$ cat src/inc/psac_defs.vh
// Purpose: register map, field positions and timing constants
// Assumes: 8-bit registers on an internal byte-wide register port
// Notes:   definitions only
`ifndef PSAC_DEFS_VH
`define PSAC_DEFS_VH

`define PSAC_ADDR_IDENT     8'h0F
`define PSAC_ADDR_ACQ       8'h10
`define PSAC_ADDR_IFM       8'h11
`define PSAC_ADDR_PXL       8'h28
`define PSAC_ADDR_PL        8'h29
`define PSAC_ADDR_PH        8'h2A

// acquisition_control fields
`define PSAC_ACQ_RATE_HI    6
`define PSAC_ACQ_RATE_LO    4
`define PSAC_ACQ_FLT_EN     3
`define PSAC_ACQ_FLT_CFG    2
`define PSAC_ACQ_BLK        1
`define PSAC_ACQ_SWM        0
`define PSAC_ACQ_MASK       8'h7F
`define PSAC_ACQ_RST        8'h00

// interface_misc_control fields
`define PSAC_IFM_BOOT       7
`define PSAC_IFM_IRQ_POL    6
`define PSAC_IFM_IRQ_DRV    5
`define PSAC_IFM_AINC       4
`define PSAC_IFM_SRST       2
`define PSAC_IFM_LNOISE     1
`define PSAC_IFM_ONESHOT    0
`define PSAC_IFM_MASK       8'hF7
`define PSAC_IFM_RST        8'h10

// rate codes
`define PSAC_RATE_OFF       3'h0
`define PSAC_RATE_100       3'h6

// bandwidth codes: odr/2, odr/9, odr/20
`define PSAC_BW_DIV2        2'h0
`define PSAC_BW_DIV9        2'h1
`define PSAC_BW_DIV20       2'h2

// rate periods in microseconds, index = rate code
`define PSAC_PER_1HZ_US     1000000
`define PSAC_PER_10HZ_US    100000
`define PSAC_PER_25HZ_US    40000
`define PSAC_PER_50HZ_US    20000
`define PSAC_PER_75HZ_US    13333
`define PSAC_PER_100HZ_US   10000
`define PSAC_PER_200HZ_US   5000
`define PSAC_CLK_MHZ        100

`define PSAC_IDENT_VAL      8'hA5
`define PSAC_SRST_CYC       4'h8

`endif

$ cat src/design/psac_core.v
// Purpose: acquisition and interface control of a pressure sensor
// Assumes: serial front end decodes frames to a byte register port
// Notes:   conversion engine is outside; this block schedules it
//
// Contract
// - rate field 000 one-shot, 001..111 map 1 to 200 Hz
// - rate codes 110 and 111 force low-noise off
// - rate 000 means power-down, engine off
// - power-down keeps configuration and last output data
// - register port stays alive during power-down
// - one-shot bit starts single acquisition, only valid at rate 000
// - one-shot done: outputs updated, bit self-clears, back to power-down
// - nonzero rate acquires continuously at selected rate
// - filter enable adds pressure low-pass in continuous mode
// - bandwidth odr/2 off; odr/9 or odr/20 by config bit
// - block update holds outputs until all three bytes read
// - wire mode bit: 0 four-wire, 1 three-wire
// - reboot bit reloads trimming from nonvolatile memory
// - reboot bit self-clears after one output-rate period (code: at the next rate tick, or one cycle later in power-down)
// - polarity bit: 0 active-high, 1 active-low pad
// - drive bit: 0 push-pull, 1 open-drain pad
// - auto-increment bit, reset 1, advances address per byte
// - soft reset bit starts reset, self-clears when done
// - soft reset returns volatile registers to defaults
// - low-noise bit selects low-noise only below 100 Hz
`timescale 1ns/1ps
`default_nettype none
`include "psac_defs.vh"

module psac_core #(
    parameter [7:0]  IDENT_VAL = `PSAC_IDENT_VAL, // arbitrary value
    parameter [31:0] PER1 = `PSAC_PER_1HZ_US   * `PSAC_CLK_MHZ,
    parameter [31:0] PER2 = `PSAC_PER_10HZ_US  * `PSAC_CLK_MHZ,
    parameter [31:0] PER3 = `PSAC_PER_25HZ_US  * `PSAC_CLK_MHZ,
    parameter [31:0] PER4 = `PSAC_PER_50HZ_US  * `PSAC_CLK_MHZ,
    parameter [31:0] PER5 = `PSAC_PER_75HZ_US  * `PSAC_CLK_MHZ,
    parameter [31:0] PER6 = `PSAC_PER_100HZ_US * `PSAC_CLK_MHZ,
    parameter [31:0] PER7 = `PSAC_PER_200HZ_US * `PSAC_CLK_MHZ
) (
    // clock and reset
    input  wire        sys_clk,
    input  wire        nrst,
    // register port from serial front end
    input  wire        reg_wr,
    input  wire        reg_rd,
    input  wire [7:0]  reg_addr,
    input  wire [7:0]  reg_wdata,
    output reg  [7:0]  reg_rdata_ff,
    // conversion engine
    output reg         conv_start_ff,
    input  wire        conv_done,
    input  wire [23:0] conv_press,
    // pressure path filter, low-noise and power steering
    output reg         flt_en_ff,
    output reg  [1:0]  flt_bw_ff,
    output reg         low_noise_ff,
    output reg         powered_ff,
    // interface steering
    output reg         three_wire_ff,
    output reg         addr_inc_ff,
    output reg         irq_active_low_ff,
    output reg         irq_open_drain_ff,
    // trim reload
    output reg         trim_reload_ff,
    // output data
    output reg  [23:0] press_out_ff
);

    ////////////////////////////////////////////////////////////////////
    // registers

    reg  [7:0]  acq_ff;
    reg  [7:0]  ifm_ff;
    reg         busy_ff;
    reg         boot_wait_ff;
    reg  [3:0]  srst_cnt_ff;
    reg  [2:0]  rd_seen_ff;
    reg         held_ff;
    reg  [2:0]  rate_q_ff;

    wire [2:0]  rate = acq_ff[`PSAC_ACQ_RATE_HI:`PSAC_ACQ_RATE_LO];
    wire        tick;
    wire        wr_acq = reg_wr && reg_addr == `PSAC_ADDR_ACQ;
    wire        wr_ifm = reg_wr && reg_addr == `PSAC_ADDR_IFM;
    wire        srst_go = wr_ifm && reg_wdata[`PSAC_IFM_SRST];
    wire        in_srst = ifm_ff[`PSAC_IFM_SRST];
    // mask at full width so the fixed-zero bit stays aligned
    wire [7:0]  ifm_wmask = reg_wdata & `PSAC_IFM_MASK;
    wire        one_go = wr_ifm && reg_wdata[`PSAC_IFM_ONESHOT]
                         && rate == `PSAC_RATE_OFF && !in_srst;

    psac_rate_timer #(
        .PER1 (PER1),
        .PER2 (PER2),
        .PER3 (PER3),
        .PER4 (PER4),
        .PER5 (PER5),
        .PER6 (PER6),
        .PER7 (PER7)
    ) u_timer (
        .sys_clk (sys_clk),
        .nrst    (nrst),
        .rate    (rate),
        .restart (rate != rate_q_ff),
        .tick_ff (tick)
    );

    ////////////////////////////////////////////////////////////////////
    // configuration registers

    always @(posedge sys_clk or negedge nrst) begin
        if (!nrst) begin
            acq_ff       <= `PSAC_ACQ_RST;
            ifm_ff       <= `PSAC_IFM_RST;
            srst_cnt_ff  <= 4'h0;
            boot_wait_ff <= 1'b0;
            rate_q_ff    <= `PSAC_RATE_OFF;
        end else begin
            rate_q_ff <= rate;
            if (in_srst) begin
                acq_ff <= `PSAC_ACQ_RST;
                if (srst_cnt_ff == `PSAC_SRST_CYC) begin
                    ifm_ff      <= `PSAC_IFM_RST;
                    srst_cnt_ff <= 4'h0;
                end else begin
                    srst_cnt_ff <= srst_cnt_ff + 4'h1;
                end
            end else if (srst_go) begin
                ifm_ff <= `PSAC_IFM_RST | 8'h04;
            end else begin
                if (wr_acq)
                    acq_ff <= reg_wdata & `PSAC_ACQ_MASK;
                if (wr_ifm) begin
                    ifm_ff[7:1] <= ifm_wmask[7:1];
                    ifm_ff[`PSAC_IFM_ONESHOT] <= one_go;
                end else if (conv_done && busy_ff && rate == `PSAC_RATE_OFF)
                begin
                    ifm_ff[`PSAC_IFM_ONESHOT] <= 1'b0;
                end
                // boot clears at the next rate tick, or one cycle later in power-down
                if (wr_ifm && reg_wdata[`PSAC_IFM_BOOT]) begin
                    boot_wait_ff <= 1'b1;
                end else if (ifm_ff[`PSAC_IFM_BOOT] && boot_wait_ff &&
                             (tick || rate == `PSAC_RATE_OFF)) begin
                    ifm_ff[`PSAC_IFM_BOOT] <= 1'b0;
                    boot_wait_ff <= 1'b0;
                end
            end
        end
    end

    ////////////////////////////////////////////////////////////////////
    // acquisition scheduling

    // power-down unless continuous or one-shot pending
    always @(posedge sys_clk or negedge nrst) begin
        if (!nrst) begin
            busy_ff       <= 1'b0;
            conv_start_ff <= 1'b0;
            powered_ff    <= 1'b0;
        end else begin
            conv_start_ff <= 1'b0;
            powered_ff    <= (rate != `PSAC_RATE_OFF) || busy_ff || one_go;
            if (in_srst) begin
                busy_ff <= 1'b0;
            end else if (conv_done) begin
                busy_ff <= 1'b0;
            end else if (!busy_ff && (one_go ||
                         (tick && rate != `PSAC_RATE_OFF))) begin
                busy_ff       <= 1'b1;
                conv_start_ff <= 1'b1;
            end
        end
    end

    ////////////////////////////////////////////////////////////////////
    // output data with block update

    wire rd_xl = reg_rd && reg_addr == `PSAC_ADDR_PXL;
    wire rd_l  = reg_rd && reg_addr == `PSAC_ADDR_PL;
    wire rd_h  = reg_rd && reg_addr == `PSAC_ADDR_PH;
    wire [2:0] seen = rd_seen_ff | {rd_h, rd_l, rd_xl};
    wire blk = acq_ff[`PSAC_ACQ_BLK];

    always @(posedge sys_clk or negedge nrst) begin
        if (!nrst) begin
            press_out_ff <= 24'h00_0000;
            held_ff      <= 1'b0;
            rd_seen_ff   <= 3'h0;
        end else begin
            // release after all three bytes read
            if (held_ff && seen == 3'h7) begin
                held_ff    <= 1'b0;
                rd_seen_ff <= 3'h0;
            end else begin
                rd_seen_ff <= held_ff ? seen : 3'h0;
            end
            // output only loads on a finished conversion
            if (conv_done && busy_ff) begin
                // hold while a held sample is unread or partly read
                if (!blk || !held_ff || seen == 3'h7) begin
                    press_out_ff <= conv_press;
                    held_ff      <= blk;
                    rd_seen_ff   <= 3'h0;
                end
            end
            if (!blk)
                held_ff <= 1'b0;
        end
    end

    ////////////////////////////////////////////////////////////////////
    // read mux and steering outputs

    always @(posedge sys_clk or negedge nrst) begin
        if (!nrst) begin
            reg_rdata_ff <= 8'h00;
        end else if (reg_rd) begin
            case (reg_addr)
                `PSAC_ADDR_IDENT: reg_rdata_ff <= IDENT_VAL;
                `PSAC_ADDR_ACQ:   reg_rdata_ff <= acq_ff;
                `PSAC_ADDR_IFM:   reg_rdata_ff <= ifm_ff;
                `PSAC_ADDR_PXL:   reg_rdata_ff <= press_out_ff[7:0];
                `PSAC_ADDR_PL:    reg_rdata_ff <= press_out_ff[15:8];
                `PSAC_ADDR_PH:    reg_rdata_ff <= press_out_ff[23:16];
                default:          reg_rdata_ff <= 8'h00;
            endcase
        end
    end

    always @(posedge sys_clk or negedge nrst) begin
        if (!nrst) begin
            flt_en_ff         <= 1'b0;
            flt_bw_ff         <= `PSAC_BW_DIV2;
            low_noise_ff      <= 1'b0;
            three_wire_ff     <= 1'b0;
            addr_inc_ff       <= 1'b1;
            irq_active_low_ff <= 1'b0;
            irq_open_drain_ff <= 1'b0;
            trim_reload_ff    <= 1'b0;
        end else begin
            flt_en_ff <= acq_ff[`PSAC_ACQ_FLT_EN] && rate != `PSAC_RATE_OFF;
            if (!acq_ff[`PSAC_ACQ_FLT_EN])
                flt_bw_ff <= `PSAC_BW_DIV2;
            else if (acq_ff[`PSAC_ACQ_FLT_CFG])
                flt_bw_ff <= `PSAC_BW_DIV20;
            else
                flt_bw_ff <= `PSAC_BW_DIV9;
            low_noise_ff <= ifm_ff[`PSAC_IFM_LNOISE] &&
                            rate < `PSAC_RATE_100;
            three_wire_ff <= acq_ff[`PSAC_ACQ_SWM];
            addr_inc_ff <= ifm_ff[`PSAC_IFM_AINC];
            irq_active_low_ff <= ifm_ff[`PSAC_IFM_IRQ_POL];
            irq_open_drain_ff <= ifm_ff[`PSAC_IFM_IRQ_DRV];
            trim_reload_ff <= wr_ifm && reg_wdata[`PSAC_IFM_BOOT] &&
                              !in_srst;
        end
    end

endmodule
`default_nettype wire

$ cat src/design/psac_rate_timer.v
// Purpose: output-data-rate tick generator
// Assumes: sys_clk at 100 MHz; period counts given as parameters
// Notes:   restarts on rate change so the first tick is a full period
`timescale 1ns/1ps
`default_nettype none
`include "psac_defs.vh"

module psac_rate_timer #(
    parameter [31:0] PER1 = `PSAC_PER_1HZ_US   * `PSAC_CLK_MHZ,
    parameter [31:0] PER2 = `PSAC_PER_10HZ_US  * `PSAC_CLK_MHZ,
    parameter [31:0] PER3 = `PSAC_PER_25HZ_US  * `PSAC_CLK_MHZ,
    parameter [31:0] PER4 = `PSAC_PER_50HZ_US  * `PSAC_CLK_MHZ,
    parameter [31:0] PER5 = `PSAC_PER_75HZ_US  * `PSAC_CLK_MHZ,
    parameter [31:0] PER6 = `PSAC_PER_100HZ_US * `PSAC_CLK_MHZ,
    parameter [31:0] PER7 = `PSAC_PER_200HZ_US * `PSAC_CLK_MHZ
) (
    // clock and reset
    input  wire        sys_clk,
    input  wire        nrst,
    // control
    input  wire [2:0]  rate,
    input  wire        restart,
    // tick out
    output reg         tick_ff
);

    reg  [31:0] cnt_ff;
    reg  [31:0] period;

    always @* begin
        case (rate)
            3'h1: period = PER1;
            3'h2: period = PER2;
            3'h3: period = PER3;
            3'h4: period = PER4;
            3'h5: period = PER5;
            3'h6: period = PER6;
            3'h7: period = PER7;
            default: period = 32'h0000_0001;
        endcase
    end

    always @(posedge sys_clk or negedge nrst) begin
        if (!nrst) begin
            cnt_ff  <= 32'h0000_0000;
            tick_ff <= 1'b0;
        end else if (restart || rate == `PSAC_RATE_OFF) begin
            cnt_ff  <= 32'h0000_0000;
            tick_ff <= 1'b0;
        end else if (cnt_ff >= period - 32'h0000_0001) begin
            cnt_ff  <= 32'h0000_0000;
            tick_ff <= 1'b1;
        end else begin
            cnt_ff  <= cnt_ff + 32'h0000_0001;
            tick_ff <= 1'b0;
        end
    end

endmodule
`default_nettype wire

$ cat config.mk
export PLATFORM = sky130hd
export DESIGN_NAME = psac_core
export DESIGN_NICKNAME = d
export VERILOG_FILES = /design/src/design/psac_core.v /design/src/design/psac_rate_timer.v
export VERILOG_INCLUDE_DIRS = /design/src /design/src/inc
export SDC_FILE = /design/constraint.sdc
export NUM_CORES = 1
export LEC_CHECK = 0
export BUFFER_PORTS_ARGS = -buffer_cell sky130_fd_sc_hd__buf_2
export CORE_MARGIN = 2
export CORE_UTILIZATION = 40
export CTS_CLUSTER_SIZE = 24
export DETAILED_ROUTE_END_ITERATION = 8
export SLEW_MARGIN = 20
export SYNTH_ARGS = -nofsm -noshare
export SYNTH_HDL_FRONTEND = slang
export SYNTH_HIERARCHICAL = 1
export SYNTH_SLANG_ARGS = --single-unit
$ cat constraint.sdc
create_clock -name sys_clk -period 5.5 [get_ports sys_clk]
set_clock_uncertainty 0.2 [all_clocks]
set_input_delay 1.1 -clock sys_clk [delete_from_list [all_inputs] [get_ports sys_clk]]
set_output_delay 1.1 -clock sys_clk [all_outputs]
set_load 0.02 [all_outputs]
== Word level (Yosys, flattened, before mapping) ==
Index checks and enable logic that the tools add are counted.

* Register bits after elaboration: 105
* Output and inout port bits: 43
* Logic and storage cells: 130

* $add $sub $neg: 3
* Order comparisons: 2
* Equal/unequal tests: 18
* Mux-type cells: 36
* Bitwise operators: 3
* Reductions and logical operators: 43

{| class="wikitable"
|+ Operators with widths
! operator !! count
|-
| 27-bit case mux with 7 select lines || 1
|-
| 32-bit 2-to-1 mux || 2
|-
| 8-bit 2-to-1 mux || 6
|-
| 8-bit case mux with 6 select lines || 1
|-
| 32-bit by 1-bit adder with 32-bit output (second input constant) || 1
|-
| 32-bit >= comparator || 1
|-
| 27-bit by 1-bit subtractor with 28-bit output (second input constant) || 1
|-
| 8-bit by 6-bit equality test with 1-bit output (second input constant) || 3
|-
| 1-bit logical AND || 20
|-
| 1-bit 2-to-1 mux || 18
|-
| 8-bit by 5-bit equality test with 1-bit output (second input constant) || 2
|-
| 3-bit equality test (second input constant) || 5
|-
| 3-bit 2-to-1 mux || 4
|-
| 3-bit nonzero test || 3
|-
| 8-bit by 4-bit equality test with 1-bit output (second input constant) || 1
|-
| 2-bit AND reduction || 4
|-
| 1-bit logical OR || 7
|-
| 7-bit 2-to-1 mux || 1
|-
| 3-bit by 2-bit equality test with 1-bit output (second input constant) || 2
|-
| 4-bit by 1-bit adder with 4-bit output (second input constant) || 1
|-
| 4-bit equality test (second input constant) || 1
|-
| 1-bit logical NOT || 4
|-
| 2-bit 2-to-1 mux || 2
|-
| 4-bit 2-to-1 mux || 1
|-
| 11 further kinds || 13
|}

== Logic depth before layout (Yosys ltp) ==
Gate-level depths: netlist of run 1.

* Depth after elaboration: 10
* Depth in mapped cells: 12

== Modules after synthesis ==
The synthesis of run 1 kept the hierarchy.

{| class="wikitable"
|+ By module, submodules not included
! module !! instances !! cells an instance !! area an instance (sq um)
|-
| psac_core || 1 || 285 || 3352.0
|-
| psac_rate_timer || 1 || 265 || 2359.8
|}

== Worst setup path before layout of run 1 ==
Ideal clock, no wire load.

* Kind: input -> register
* Start point: input port reg_addr[4]
* End point: register press_out_ff[10]
* Setup time: 125 ps
* Data arrival time: 2593 ps
* Required time: 5175 ps
* Path slack: 2582 ps
* Stages on the path: 5
* Path buffers: 1
* Cell sequence: nor4b_4 > nand4_2 > a211oi_4 > buf_6 > mux2_4

* Word-level cells in the longest chain between the ends: 6

{| class="wikitable"
|+ Ends and longest elaborated chain
! element !! line !! source
|-
| start, declared || psac_core.v:46 || <nowiki>input wire [7:0] reg_addr,</nowiki>
|-
| 8-bit by 6-bit equality test with 1-bit output || - ||
|-
| 1-bit logical AND (no source line) || - ||
|-
| 3-bit bitwise OR (*) || psac_core.v:182 || <nowiki>wire [2:0] seen = rd_seen_ff | {rd_h, rd_l, rd_xl};</nowiki>
|-
| 3-bit equality test (*) || psac_core.v:201 || <nowiki>if (!blk || !held_ff || seen == 3'h7) begin</nowiki>
|-
| 1-bit logical OR (*) || psac_core.v:201 ||
|-
| 2-bit AND reduction (no source line) (*) || - ||
|-
| end signal, assigned || psac_core.v:202 || <nowiki>press_out_ff <= conv_press;</nowiki>
|-
| end, declared || psac_core.v:66 || <nowiki>output reg [23:0] press_out_ff</nowiki>
|}

Mark *: on every way between the ends. The rest lies on a longest branch, timed or not.
A chain may end at the register's enable or synchronous reset.

== Worst setup path after layout of run 1 ==
* Start point: register acq_ff[4]
* End point: register u_timer.cnt_ff[19]

* Word-level cells in the longest chain between the ends: 6

{| class="wikitable"
|+ Ends and longest elaborated chain
! element !! line !! source
|-
| start, declared || psac_core.v:72 || <nowiki>reg [7:0] acq_ff;</nowiki>
|-
| start signal, assigned || psac_core.v:113 || <nowiki>acq_ff <= `PSAC_ACQ_RST;</nowiki>
|-
| start signal, assigned || psac_core.v:121 || <nowiki>acq_ff <= `PSAC_ACQ_RST;</nowiki>
|-
| start signal, assigned || psac_core.v:132 || <nowiki>acq_ff <= reg_wdata & `PSAC_ACQ_MASK;</nowiki>
|-
| 3-bit equality test (tied with other cells) || psac_rate_timer.v:31 || <nowiki>case (rate)</nowiki>
|-
| 27-bit case mux with 7 select lines || psac_rate_timer.v:31 ||
|-
| 27-bit by 1-bit subtractor with 28-bit output || psac_rate_timer.v:50 || <nowiki>end else if (cnt_ff >= period - 32'h0000_0001) begin</nowiki>
|-
| 32-bit >= comparator || psac_rate_timer.v:50 ||
|-
| 32-bit 2-to-1 mux || psac_rate_timer.v:50 ||
|-
| 32-bit 2-to-1 mux (*) || psac_rate_timer.v:47 || <nowiki>end else if (restart || rate == `PSAC_RATE_OFF) begin</nowiki>
|-
| end signal, assigned || psac_rate_timer.v:54 || <nowiki>cnt_ff <= cnt_ff + 32'h0000_0001;</nowiki>
|-
| end, declared || psac_rate_timer.v:27 || <nowiki>reg [31:0] cnt_ff;</nowiki>
|}

Marked as above.

==> results of run 1 <==
[metrics by stage]
stage / worst slack (ns) / utilization / total power [mW] / hold WS (ns)
6_report: 2.016 / 0.4731 / 2.479 / 0.1956
5_1_grt: 1.721 / 0.4731 / 2.642 / 0.2018
4_1_cts: 2.011 / 0.4726 / 2.514 / 0.1930
3_5_place_dp: 1.830 / 0.4516 / 1.874 / 0.1723
3_3_place_gp: 1.944 / 0.4516 / 1.850 / 0.1800
2_1_floorplan: 2.582 / - / 1.605 / 0.1588
[worst max-delay path, cell delays in order (launching register included)]
cell       delay (ns)
dfrtp_1          0.70
nand2b_1         0.19
nand2b_1         0.24
ha_1             0.32
nand4_1          0.20
nor4_4           0.38
nand3_1          0.16
o2bb2ai_2        0.54
buf_4            0.35
nor3_1           0.08
[per-layer routing]
metal  track usage  vias up  routed length (um)
li1              -     2124                   -
met1        0.2375     2156                5896
met2        0.3036       83                6592
met3       0.04520       11                 533
met4       0.04830        0                 182
met5             0        -                   0
[cell type report]
class	count	area [um^2]	share of cell area
clock buffers	9	225.2	0.03416
clock inverters	7	67.56	0.01025
inverters	23	86.33	0.01310
multi-input cells	400	2940	0.4460
flip-flops and latches	103	2580	0.3913
well taps	180	225.2	0.03416
repair buffers	91	467.9	0.07098
[power groups by stage]
stage | logic [mW] | registers [mW] | clock network, mW
after floorplan | 0.475 | 1.13 | 0
after global placement | 0.798 | 1.05 | 0
after detailed placement | 0.817 | 1.06 | 0
after CTS | 0.819 | 1.05 | 0.650
after global routing | 0.896 | 1.07 | 0.677
final | 0.811 | 1.04 | 0.625
[final timing paths]
path                       slack, ns                 end  depth (start not counted)
min reg2reg                     0.20         addr_inc_ff                          0
max reg2reg                     2.02  u_timer/cnt_ff[19]                          9
max in group asynchronous       3.42     reg_rdata_ff[2]                          2
min                             0.20         addr_inc_ff                          0
max                             2.02  u_timer/cnt_ff[19]                          9
min in group asynchronous       0.56  u_timer/cnt_ff[16]                          1
[cells in the final DEF, fill, tap and decap left out, types with 3 or more instances in the layout]
| master | instances |
|---|---|
| nor2_1 | 29 |
| nand2b_1 | 12 |
| a22o_1 | 3 |
| a21o_1 | 5 |
| clkbuf_16 | 9 |
| a31oi_1 | 5 |
| o31ai_1 | 5 |
| a21oi_1 | 18 |
| mux2_4 | 20 |
| nand4_1 | 7 |
| inv_1 | 23 |
| nor3_1 | 40 |
| buf_4 | 5 |
| mux2_2 | 8 |
| xor2_1 | 8 |
| nor4_1 | 4 |
| xnor2_1 | 24 |
| o2bb2ai_1 | 9 |
| o21ai_0 | 22 |
| nand3_1 | 16 |
| and4_1 | 5 |
| conb_1 | 5 |
| nor2b_1 | 5 |
| o22ai_1 | 5 |
| a22oi_1 | 9 |
| and2_1 | 8 |
| dfrtp_1 | 101 |
| and3_1 | 6 |
| buf_2 | 86 |
| or3_1 | 3 |
| mux2i_1 | 13 |
| o21a_1 | 4 |
| nand2_1 | 43 |
| ha_1 | 31 |
[flip-flops by register name (all words and copies together), names as in the netlist, 2 cells and up]
| name | cells |
|---|---|
| reg_rdata_ff | 8 |
| u_timer/cnt_ff | 32 |
| press_out_ff | 24 |
| srst_cnt_ff | 4 |
| rate_q_ff | 3 |
| rd_seen_ff | 3 |
| flt_bw_ff | 2 |
| acq_ff | 7 |
| ifm_ff | 7 |
[logic make-up (layout without fill, tap and decap cells)]
logic type | Yosys count | in the layout
adder cells (fa/ha/maj) | 31 | 31
AO/OA/AOI/OAI | 99 | 99
multiplexers | 41 | 41
other | 2 | 5
flip-flops | 103 | 103
buffers and inverters | 50 | 130
XOR/XNOR | 32 | 32
AND/OR/NAND/NOR | 192 | 192
==> run metrics, run 1 <==
min-delay worst type register to register; final hold vios 0; final instance area 0.006593 mm^2; main combinational cell family by area after synthesis simple AND/OR/NAND/NOR gates; via count 4,374; top-area cell type share of the netlist area 0.4425; post-cts resize count 0; TritonCTS Buffers 9; Internal Pwr Total 1.578 mW; Die H 123.5 um; gr ovfl total 0; Tightest Pin Transition 0.8439 ns; Crit. Startpoint acq_ff[4]; Worst-Skew Late Latency 0.35 ns; starting density of the core 0.4099; sequential area share after synthesis 0.4517; Core Area 0.01393 mm^2; placed cell count 797; DRC Markers 0; Max Transition Viols Final 0; Critical Path AT 3.50 ns; most common library cells after synthesis 101 x dfrtp_1, 43 x nand2_1, 40 x nor3_1; gr usage total 0.1825; asr flop ratio synth 1.000; syn avg cell area 10.38 um^2; Avg WL per Cell 16.24 um; worst hold path startpoint ifm_ff[4]; Post-synth EDFFs 0; Detailed Place HPWL 9525 um; H-tree depth 3; CTS Buffer Depth 2; DRT Pass-1 Iters 4; Netlist cell types 58; Switch Pwr 0.9012 mW; final worst path period share 0.6334; CTS Root Cell clkbuf_16; drt initial violations 168; Non-Filler Instances 813; vias in the first global route 4,422; Max VDD drop 0.0001789 V; antenna-violating nets left 0; CTS tree done; Pleak 3.006 nW; fillers 1,307; Synth area leader dfrtp_1; outcome complete, no violations; Worst-path clk slew 0.08 ns; Slew headroom 0.4330; Setup CP Type register to register; IO Count 88; Main synth FF type dfrtp_1; Max-Cap Viols 0; gpl congestion 0.8555; Comb pwr share 0.327; vias per cell 5.380; antenna violations before repair 0; DIE WIDTH 123.5 um; Synth Area in Compound Gates 0.1196; Diodes inserted 0; mux cell area share after synthesis 0.09113; yosys warns 6; pwr/cell area 376.1 mW/mm^2; Sw Ratio 0.3635; Post-layout nets 704; crit start category register; Simple-Gate Fraction of Synth Area 0.1814; Peak Freq 287.1 MHz; min cycle time layout 3.484 ns; # hold bufs at CTS 0; Clk pwr share 0.252; Synth area leaders dfrtp_1 44%, ha_1 6.8%, mux2_4 5.3%; Final Setup Violations 0; Area Growth Syn to Fin 15.42%; post-synthesis register bit count 103; Worst Setup End Kind register; Req. time, crit path 5.52 ns; port buffer count 87; WL final 13,210 um; post-synthesis instance area 0.005712 mm^2; clk sink count 103; Setup Buffers After CTS 0; RSZ-0062 raised after global routing false; r2r startpoint acq_ff[4]; Reg power frac 0.421; most frequent cell after synthesis dfrtp_1; Synth Area in XOR/XNOR 0.04907; # rows 43; Mapped Cells 550; Worst Path Max Fanout 19; largest net degree at the start of global routing 55; share of layout cells above drive strength 1 0.2354; area share of fa/ha/maj cells after synthesis 0.06791; first-pass GRT wire length 21,690 um; Area after DPL 0.006292 mm^2; setup TNS 0 ns; Die Area 0.01525 mm^2
Power figures use the tool's default switching activity.
==> run 2, diff against run 1 <==
--- a/config.mk
+++ b/config.mk
@@ -6,6 +6,7 @@
 export SDC_FILE = /design/constraint.sdc
 export NUM_CORES = 1
 export LEC_CHECK = 0
+export ABC_AREA = 1
 export BUFFER_PORTS_ARGS = -buffer_cell sky130_fd_sc_hd__buf_2
 export CORE_MARGIN = 2
 export CORE_UTILIZATION = 40
==> constraint.sdc (replaced) <==
create_clock -name sys_clk -period 3.05 [get_ports sys_clk]
set_clock_uncertainty 0.2 [all_clocks]
set_input_delay 0.61 -clock sys_clk [delete_from_list [all_inputs] [get_ports sys_clk]]
set_output_delay 0.61 -clock sys_clk [all_outputs]
set_load 0.02 [all_outputs]
==> run 2 against run 1 <==
Non-clock buffer count rose by 5. Final cell count rose by 29%. Worst setup slack got worse by 1.6 ns. Largest power group unchanged.
==> run metrics, run 2 <==
Crit. Startpoint acq_ff[5]; RSZ-0062 raised after global routing false; antenna-violating nets left 0; Reg power frac 0.404; Max Transition Viols Final 0; # rows 44; gr ovfl total 0; min cycle time layout 2.656 ns; largest net degree at the start of global routing 46; final worst path period share 0.8707; CTS tree done; largest reg by FF count u_timer/cnt_ff; Post-synth EDFFs 0; Synth area leaders dfrtp_1 43%, nand2_1 12%, nand3_1 8.4%; Post-layout nets 938; setup TNS 0 ns; final instance area 0.006889 mm^2; sequential area share after synthesis 0.4363; Area Growth Syn to Fin 16.50%; Req. time, crit path 3.09 ns; Area after DPL 0.006545 mm^2; final hold vios 0; Diodes inserted 0; Worst Path Max Fanout 29; Final Setup Violations 0; outcome complete, no violations; Max VDD drop 0.0004594 V; IO Count 88; antenna violations before repair 0; most frequent cell after synthesis nand2_1; vias in the first global route 5,125; Setup CP Type register to register; Comb pwr share 0.318; Main synth FF type dfrtp_1; DIE WIDTH 125.6 um; gpl congestion 0.8295; Peak Freq 376.6 MHz; pwr/cell area 659.0 mW/mm^2; Avg WL per Cell 14.49 um; port buffer count 87; via count 5,222; share of layout cells above drive strength 1 0.1672; starting density of the core 0.4084; Detailed Place HPWL 11,530 um; commonest non-fill, non-tap cell in the layout nand2_1; top-area cell type share of the netlist area 0.4274; crit start category register; DRT Pass-1 Iters 5; worst hold path startpoint ifm_ff[4]; CTS Buffer Depth 2; Worst Setup End Kind register; post-synthesis instance area 0.005913 mm^2; WL final 15,230 um; Netlist cell types 43; Core Area 0.01448 mm^2; TritonCTS Buffers 9; max reg flops 32; Max-Cap Viols 0; drt initial violations 348; Sw Ratio 0.3852; syn avg cell area 7.679 um^2; DRC Markers 0; Die Area 0.01577 mm^2; H-tree depth 3; Top Registers u_timer/cnt_ff x32, press_out_ff x24, reg_rdata_ff x8; Pleak 3.563 nW; Worst-Skew Late Latency 0.36 ns; Switch Pwr 1.749 mW; Critical Path AT 2.69 ns; Internal Pwr Total 2.791 mW; Worst-path clk slew 0.07 ns; first-pass GRT wire length 25,400 um; r2r startpoint acq_ff[5]; vias per cell 4.969; Die H 125.6 um; yosys warns 6; most frequent cells in the layout 189 x nand2_1, 101 x dfrtp_1, 99 x nand3_1; Mapped Cells 770; clk sink count 103; Synth area leader dfrtp_1; asr flop ratio synth 1.000; CTS Root Cell clkbuf_16; min-delay worst type register to register; post-synthesis register bit count 103; Clk pwr share 0.278; gr usage total 0.2016; most common library cells after synthesis 189 x nand2_1, 101 x dfrtp_1, 99 x nand3_1
run 2: changes by cell type after synthesis, moves of 12 or more:
cell	delta
nand2_1	+146
nand3_1	+83
inv_1	+61
nor2_1	+58
nor3_1	-27
o21ai_0	+21
mux2_4	-20
xnor2_1	-19
mux2i_1	-13
nand2b_1	-12
run 2: power groups by stage:
| stage | combinational [mW] | clock, mW | sequential (mW) |
|---|---|---|---|
| after global routing | 1.64 | 1.35 | 1.87 |
| after detailed placement | 1.45 | 0 | 1.86 |
| final | 1.44 | 1.26 | 1.84 |
| after floorplan | 0.763 | 0 | 2.03 |
| after global placement | 1.44 | 0 | 1.86 |
| after CTS | 1.45 | 1.30 | 1.84 |
run 2: worst max-delay path, cell delays in order (launching register included):
cell	delay (ns)
dfrtp_1	0.51
inv_1	0.09
nor2_1	0.17
nand2_1	0.09
nand2_1	0.11
a211oi_2	0.05
nand2_1	0.09
inv_1	0.04
ha_1	0.29
nand2_1	0.05
inv_1	0.06
nand2_1	0.05
nand2_1	0.06
nand2_1	0.05
nand3_1	0.06
nand2_1	0.05
nand2_1	0.07
nand2_1	0.06
nand2_1	0.07
buf_6	0.23
nor2_1	0.07
run 2: layer usage:
metal	vias up	share of wire	global-route usage
met3	23	0.038	0.04279
li1	2683	-	-
met4	0	0.022	0.07320
met1	2396	0.47	0.2667
met2	120	0.47	0.3272
met5	-	0	0
run 2: final cells by class:
type	instances	area, um^2
Timing Repair Buffer	96	524.3
Tap cell	184	230.2
Sequential cell	103	2580
Inverter	90	337.8
Multi-Input combinational cell	562	2892
Clock buffer	11	252.7
Clock inverter	5	72.57
Fill cell	1481	7590
run 2: path summary, 6_finish.rpt:
check / end / slack [ns] / cells past startpoint
min reg2reg: addr_inc_ff / 0.17 / 0
max reg2reg: u_timer/cnt_ff[11] / 0.39 / 20
min: addr_inc_ff / 0.17 / 0
min in group asynchronous: u_timer/cnt_ff[10] / 0.52 / 2
max: u_timer/cnt_ff[11] / 0.39 / 20
max in group asynchronous: u_timer/cnt_ff[22] / 1.39 / 3
run 2: logic make-up (layout without fill, tap and decap cells):
logic type               count (synthesis)  count (layout)  synth area share
AND/OR/NAND/NOR                        430             430            0.3263
buffers and inverters                  108             202           0.07744
flip-flops                             103             103            0.4363
AO/OA/AOI/OAI                           89              89           0.08273
adder cells (fa/ha/maj)                 31              31           0.06559
XOR/XNOR                                 7               7           0.01037
other                                    2               5          0.001270
run 2: what timing repair did:
item                                    in CTS  in global routing
resized for setup                            0                  2
endpoints found under the hold margin       27                  0
setup buffers                                0                  0
endpoints found under the setup margin       0                 29
hold buffers                                 1                  0
run 2: per-stage QoR:
stage          total power, mW  hold WS (ns)  utilization  instances  setup WS [ns]
3_3_place_gp             3.299        0.1554       0.4520       1034         0.3656
4_1_cts                  4.593        0.1693       0.4752       1051         0.2473
2_1_floorplan            2.790        0.1144            -        773         0.4064
5_1_grt                  4.863        0.1743       0.4758       1051        0.03579
3_5_place_dp             3.309        0.1584       0.4520       1034         0.2677
6_report                 4.540        0.1682       0.4758       1051         0.3945
==> run 3, diff against run 2 <==
--- a/config.mk
+++ b/config.mk
@@ -12,7 +12,7 @@
 export CORE_UTILIZATION = 40
 export CTS_CLUSTER_SIZE = 24
 export DETAILED_ROUTE_END_ITERATION = 8
-export SLEW_MARGIN = 20
+export SLEW_MARGIN = 10
 export SYNTH_ARGS = -nofsm -noshare
 export SYNTH_HDL_FRONTEND = slang
 export SYNTH_HIERARCHICAL = 1
==> constraint.sdc (replaced) <==
create_clock -name sys_clk -period 2.45 [get_ports sys_clk]
set_clock_uncertainty 0.2 [all_clocks]
set_input_delay 0.49 -clock sys_clk [delete_from_list [all_inputs] [get_ports sys_clk]]
set_output_delay 0.49 -clock sys_clk [all_outputs]
set_load 0.02 [all_outputs]
==> run 3 against run 2 <==
The flow now finishes with violations (negative setup slack). Sequential power grew 24%. Design area increased by 7.2%. Maximum frequency grew 4.5%. Global-route usage increased by 0.24 points. Combinational power grew 42%. Total power rose by 28%. Critical path type unchanged. Critical endpoint is now u_timer/cnt_ff[3]. Largest power group unchanged.
==> run metrics, run 3 (synthesized netlist as in run 2, its figures left out) <==
max reg flops 32; starting density of the core 0.4084; Clk pwr share 0.253; antenna-violating nets left 0; largest net degree at the start of global routing 45; gr ovfl total 0; gr usage total 0.2041; Final WS setup -0.09039 ns; # rows 44; Max VDD drop 0.0004765 V; vias in the first global route 5,106; setup TNS -1.948 ns; Final Setup Violations 29; first-pass GRT wire length 25,560 um; drt initial violations 379; H-tree depth 3; vias per cell 5.013; Sw Ratio 0.3953; final worst path period share 1.037; Top Registers u_timer/cnt_ff x32, press_out_ff x24, reg_rdata_ff x8; share of layout cells above drive strength 1 0.2461; worst hold slack 0.1454 ns; antenna violations before repair 0; CTS tree done; hold path cells 3; min cycle time layout 2.540 ns; Place WS -0.1061 ns; via count 5,404; Internal Pwr Total 3.506 mW; crit start category register; r2r startpoint acq_ff[5]; Reg power frac 0.395; Switch Pwr 2.292 mW; outcome finished, violations left; cell count of the worst reg-to-reg path 14; commonest non-fill, non-tap cell in the layout nand2_1; min-delay worst type input pin to register; Area Growth Syn to Fin 24.93%; Pleak 3.723 nW; met2 WL 7610 um; Peak Freq 393.6 MHz; Die Area 0.01577 mm^2; IO Count 88; placed cell count 1,056; CTS Buffer Depth 2; Avg WL per Cell 14.81 um; Max Transition Viols Final 0; largest reg by FF count u_timer/cnt_ff; Crit. Startpoint acq_ff[5]; Detailed Place HPWL 11,640 um; DRC Markers 0; RSZ-0062 raised after global routing true; Non-Filler Instances 1,078; pwr/cell area 785.0 mW/mm^2; violated checks negative setup slack; gpl congestion 0.9083; Slew headroom 0.6598; Tightest Pin Transition 0.5103 ns; Post-layout nets 965; port buffer count 87; WL final 15,970 um; DR top layer met4; CTS Root Cell clkbuf_16; total power 5.799 mW; Core Area 0.01448 mm^2; met3 WL 719 um; Worst Setup End Kind register; DRT Pass-1 Iters 6; Worst-Skew Late Latency 0.36 ns; Diodes inserted 0; Worst-path clk slew 0.08 ns; most frequent cells in the layout 184 x nand2_1, 98 x nand3_1, 98 x dfrtp_1; Req. time, crit path 2.50 ns; Die H 125.6 um; fillers 1,457; Comb pwr share 0.352; Worst Path Max Fanout 7; Critical Path AT 2.59 ns; Max-Cap Viols 0; DIE WIDTH 125.6 um; WL met1 7185 um; final hold vios 0; clk sink count 103; Setup CP Type register to register; TritonCTS Buffers 9; worst hold path startpoint conv_press[2]
run 3: changes by cell type in the layout (fill, tap and decap cells not counted), sizes merged:
| cell | previous run | this run |
|---|---|---|
| clkbuf | 11 | 12 |
| buf | 95 | 120 |
| bufinv | 1 | 0 |
| clkinv | 2 | 5 |
| inv | 92 | 91 |
run 3: per-layer routing:
metal | GRT usage | up-vias
met5 | 0 | -
met1 | 0.2722 | 2507
li1 | - | 2742
met2 | 0.3281 | 128
met4 | 0.06471 | 0
met3 | 0.04964 | 27
run 3: worst paths after layout:
check / end / slack, ns
min: press_out_ff[2] / 0.15
min in group asynchronous: u_timer/cnt_ff[5] / 0.43
min reg2reg: addr_inc_ff / 0.17
max in group asynchronous: addr_inc_ff / 0.92
max: u_timer/cnt_ff[3] / -0.09
max reg2reg: u_timer/cnt_ff[3] / -0.09
run 3: critical path: stages (launching register included):
cell and delay (ns):
dfrtp_2 0.45, buf_4 0.15, nor2_2 0.11, inv_1 0.07
o21ai_0 0.15, inv_1 0.07, ha_1 0.27, nand2_1 0.08
nor4_2 0.26, nand2_1 0.08, nand2_1 0.07, nand2_2 0.07
nand2_4 0.14, clkbuf_16 0.20, nor2_2 0.04
run 3: power groups by stage:
stage / logic (mW) / registers (mW) / clock network (mW)
2_1_floorplan: 0.977 / 2.53 / 0
3_3_place_gp: 1.95 / 2.32 / 0
3_5_place_dp: 1.97 / 2.31 / 0
4_1_cts: 1.98 / 2.28 / 1.50
5_1_grt: 2.29 / 2.34 / 1.58
6_report: 2.04 / 2.29 / 1.47
run 3: metrics by stage:
step | cell area, um^2 | utilization
finish | 7387 | 0.5102
detailed placement | 6758 | 0.4667
global placement | 6758 | 0.4667
floorplan | 5951 | -
CTS | 7121 | 0.4918
global route | 7387 | 0.5102
run 3: layout make-up:
type                            instances  area, um^2  area share
Clock buffer                           10       239.0     0.03235
Clock inverter                          6       62.56    0.008469
Inverter                               90       342.8     0.04641
Multi-Input combinational cell        562        3122      0.4226
Sequential cell                       103        2584      0.3498
Tap cell                              184       230.2     0.03117
Timing Repair Buffer                  123       807.0      0.1092
run 3: repair_timing:
item / 4_1_cts / 5_1_grt
gates resized for setup: 9 / 59
setup buffers: 0 / 2
pin swaps: 3 / 7
gates cloned: 1 / 2
hold buffers: 1 / 0
setup endpoints to repair: 29 / 30
endpoints found under the hold margin: 34 / 0
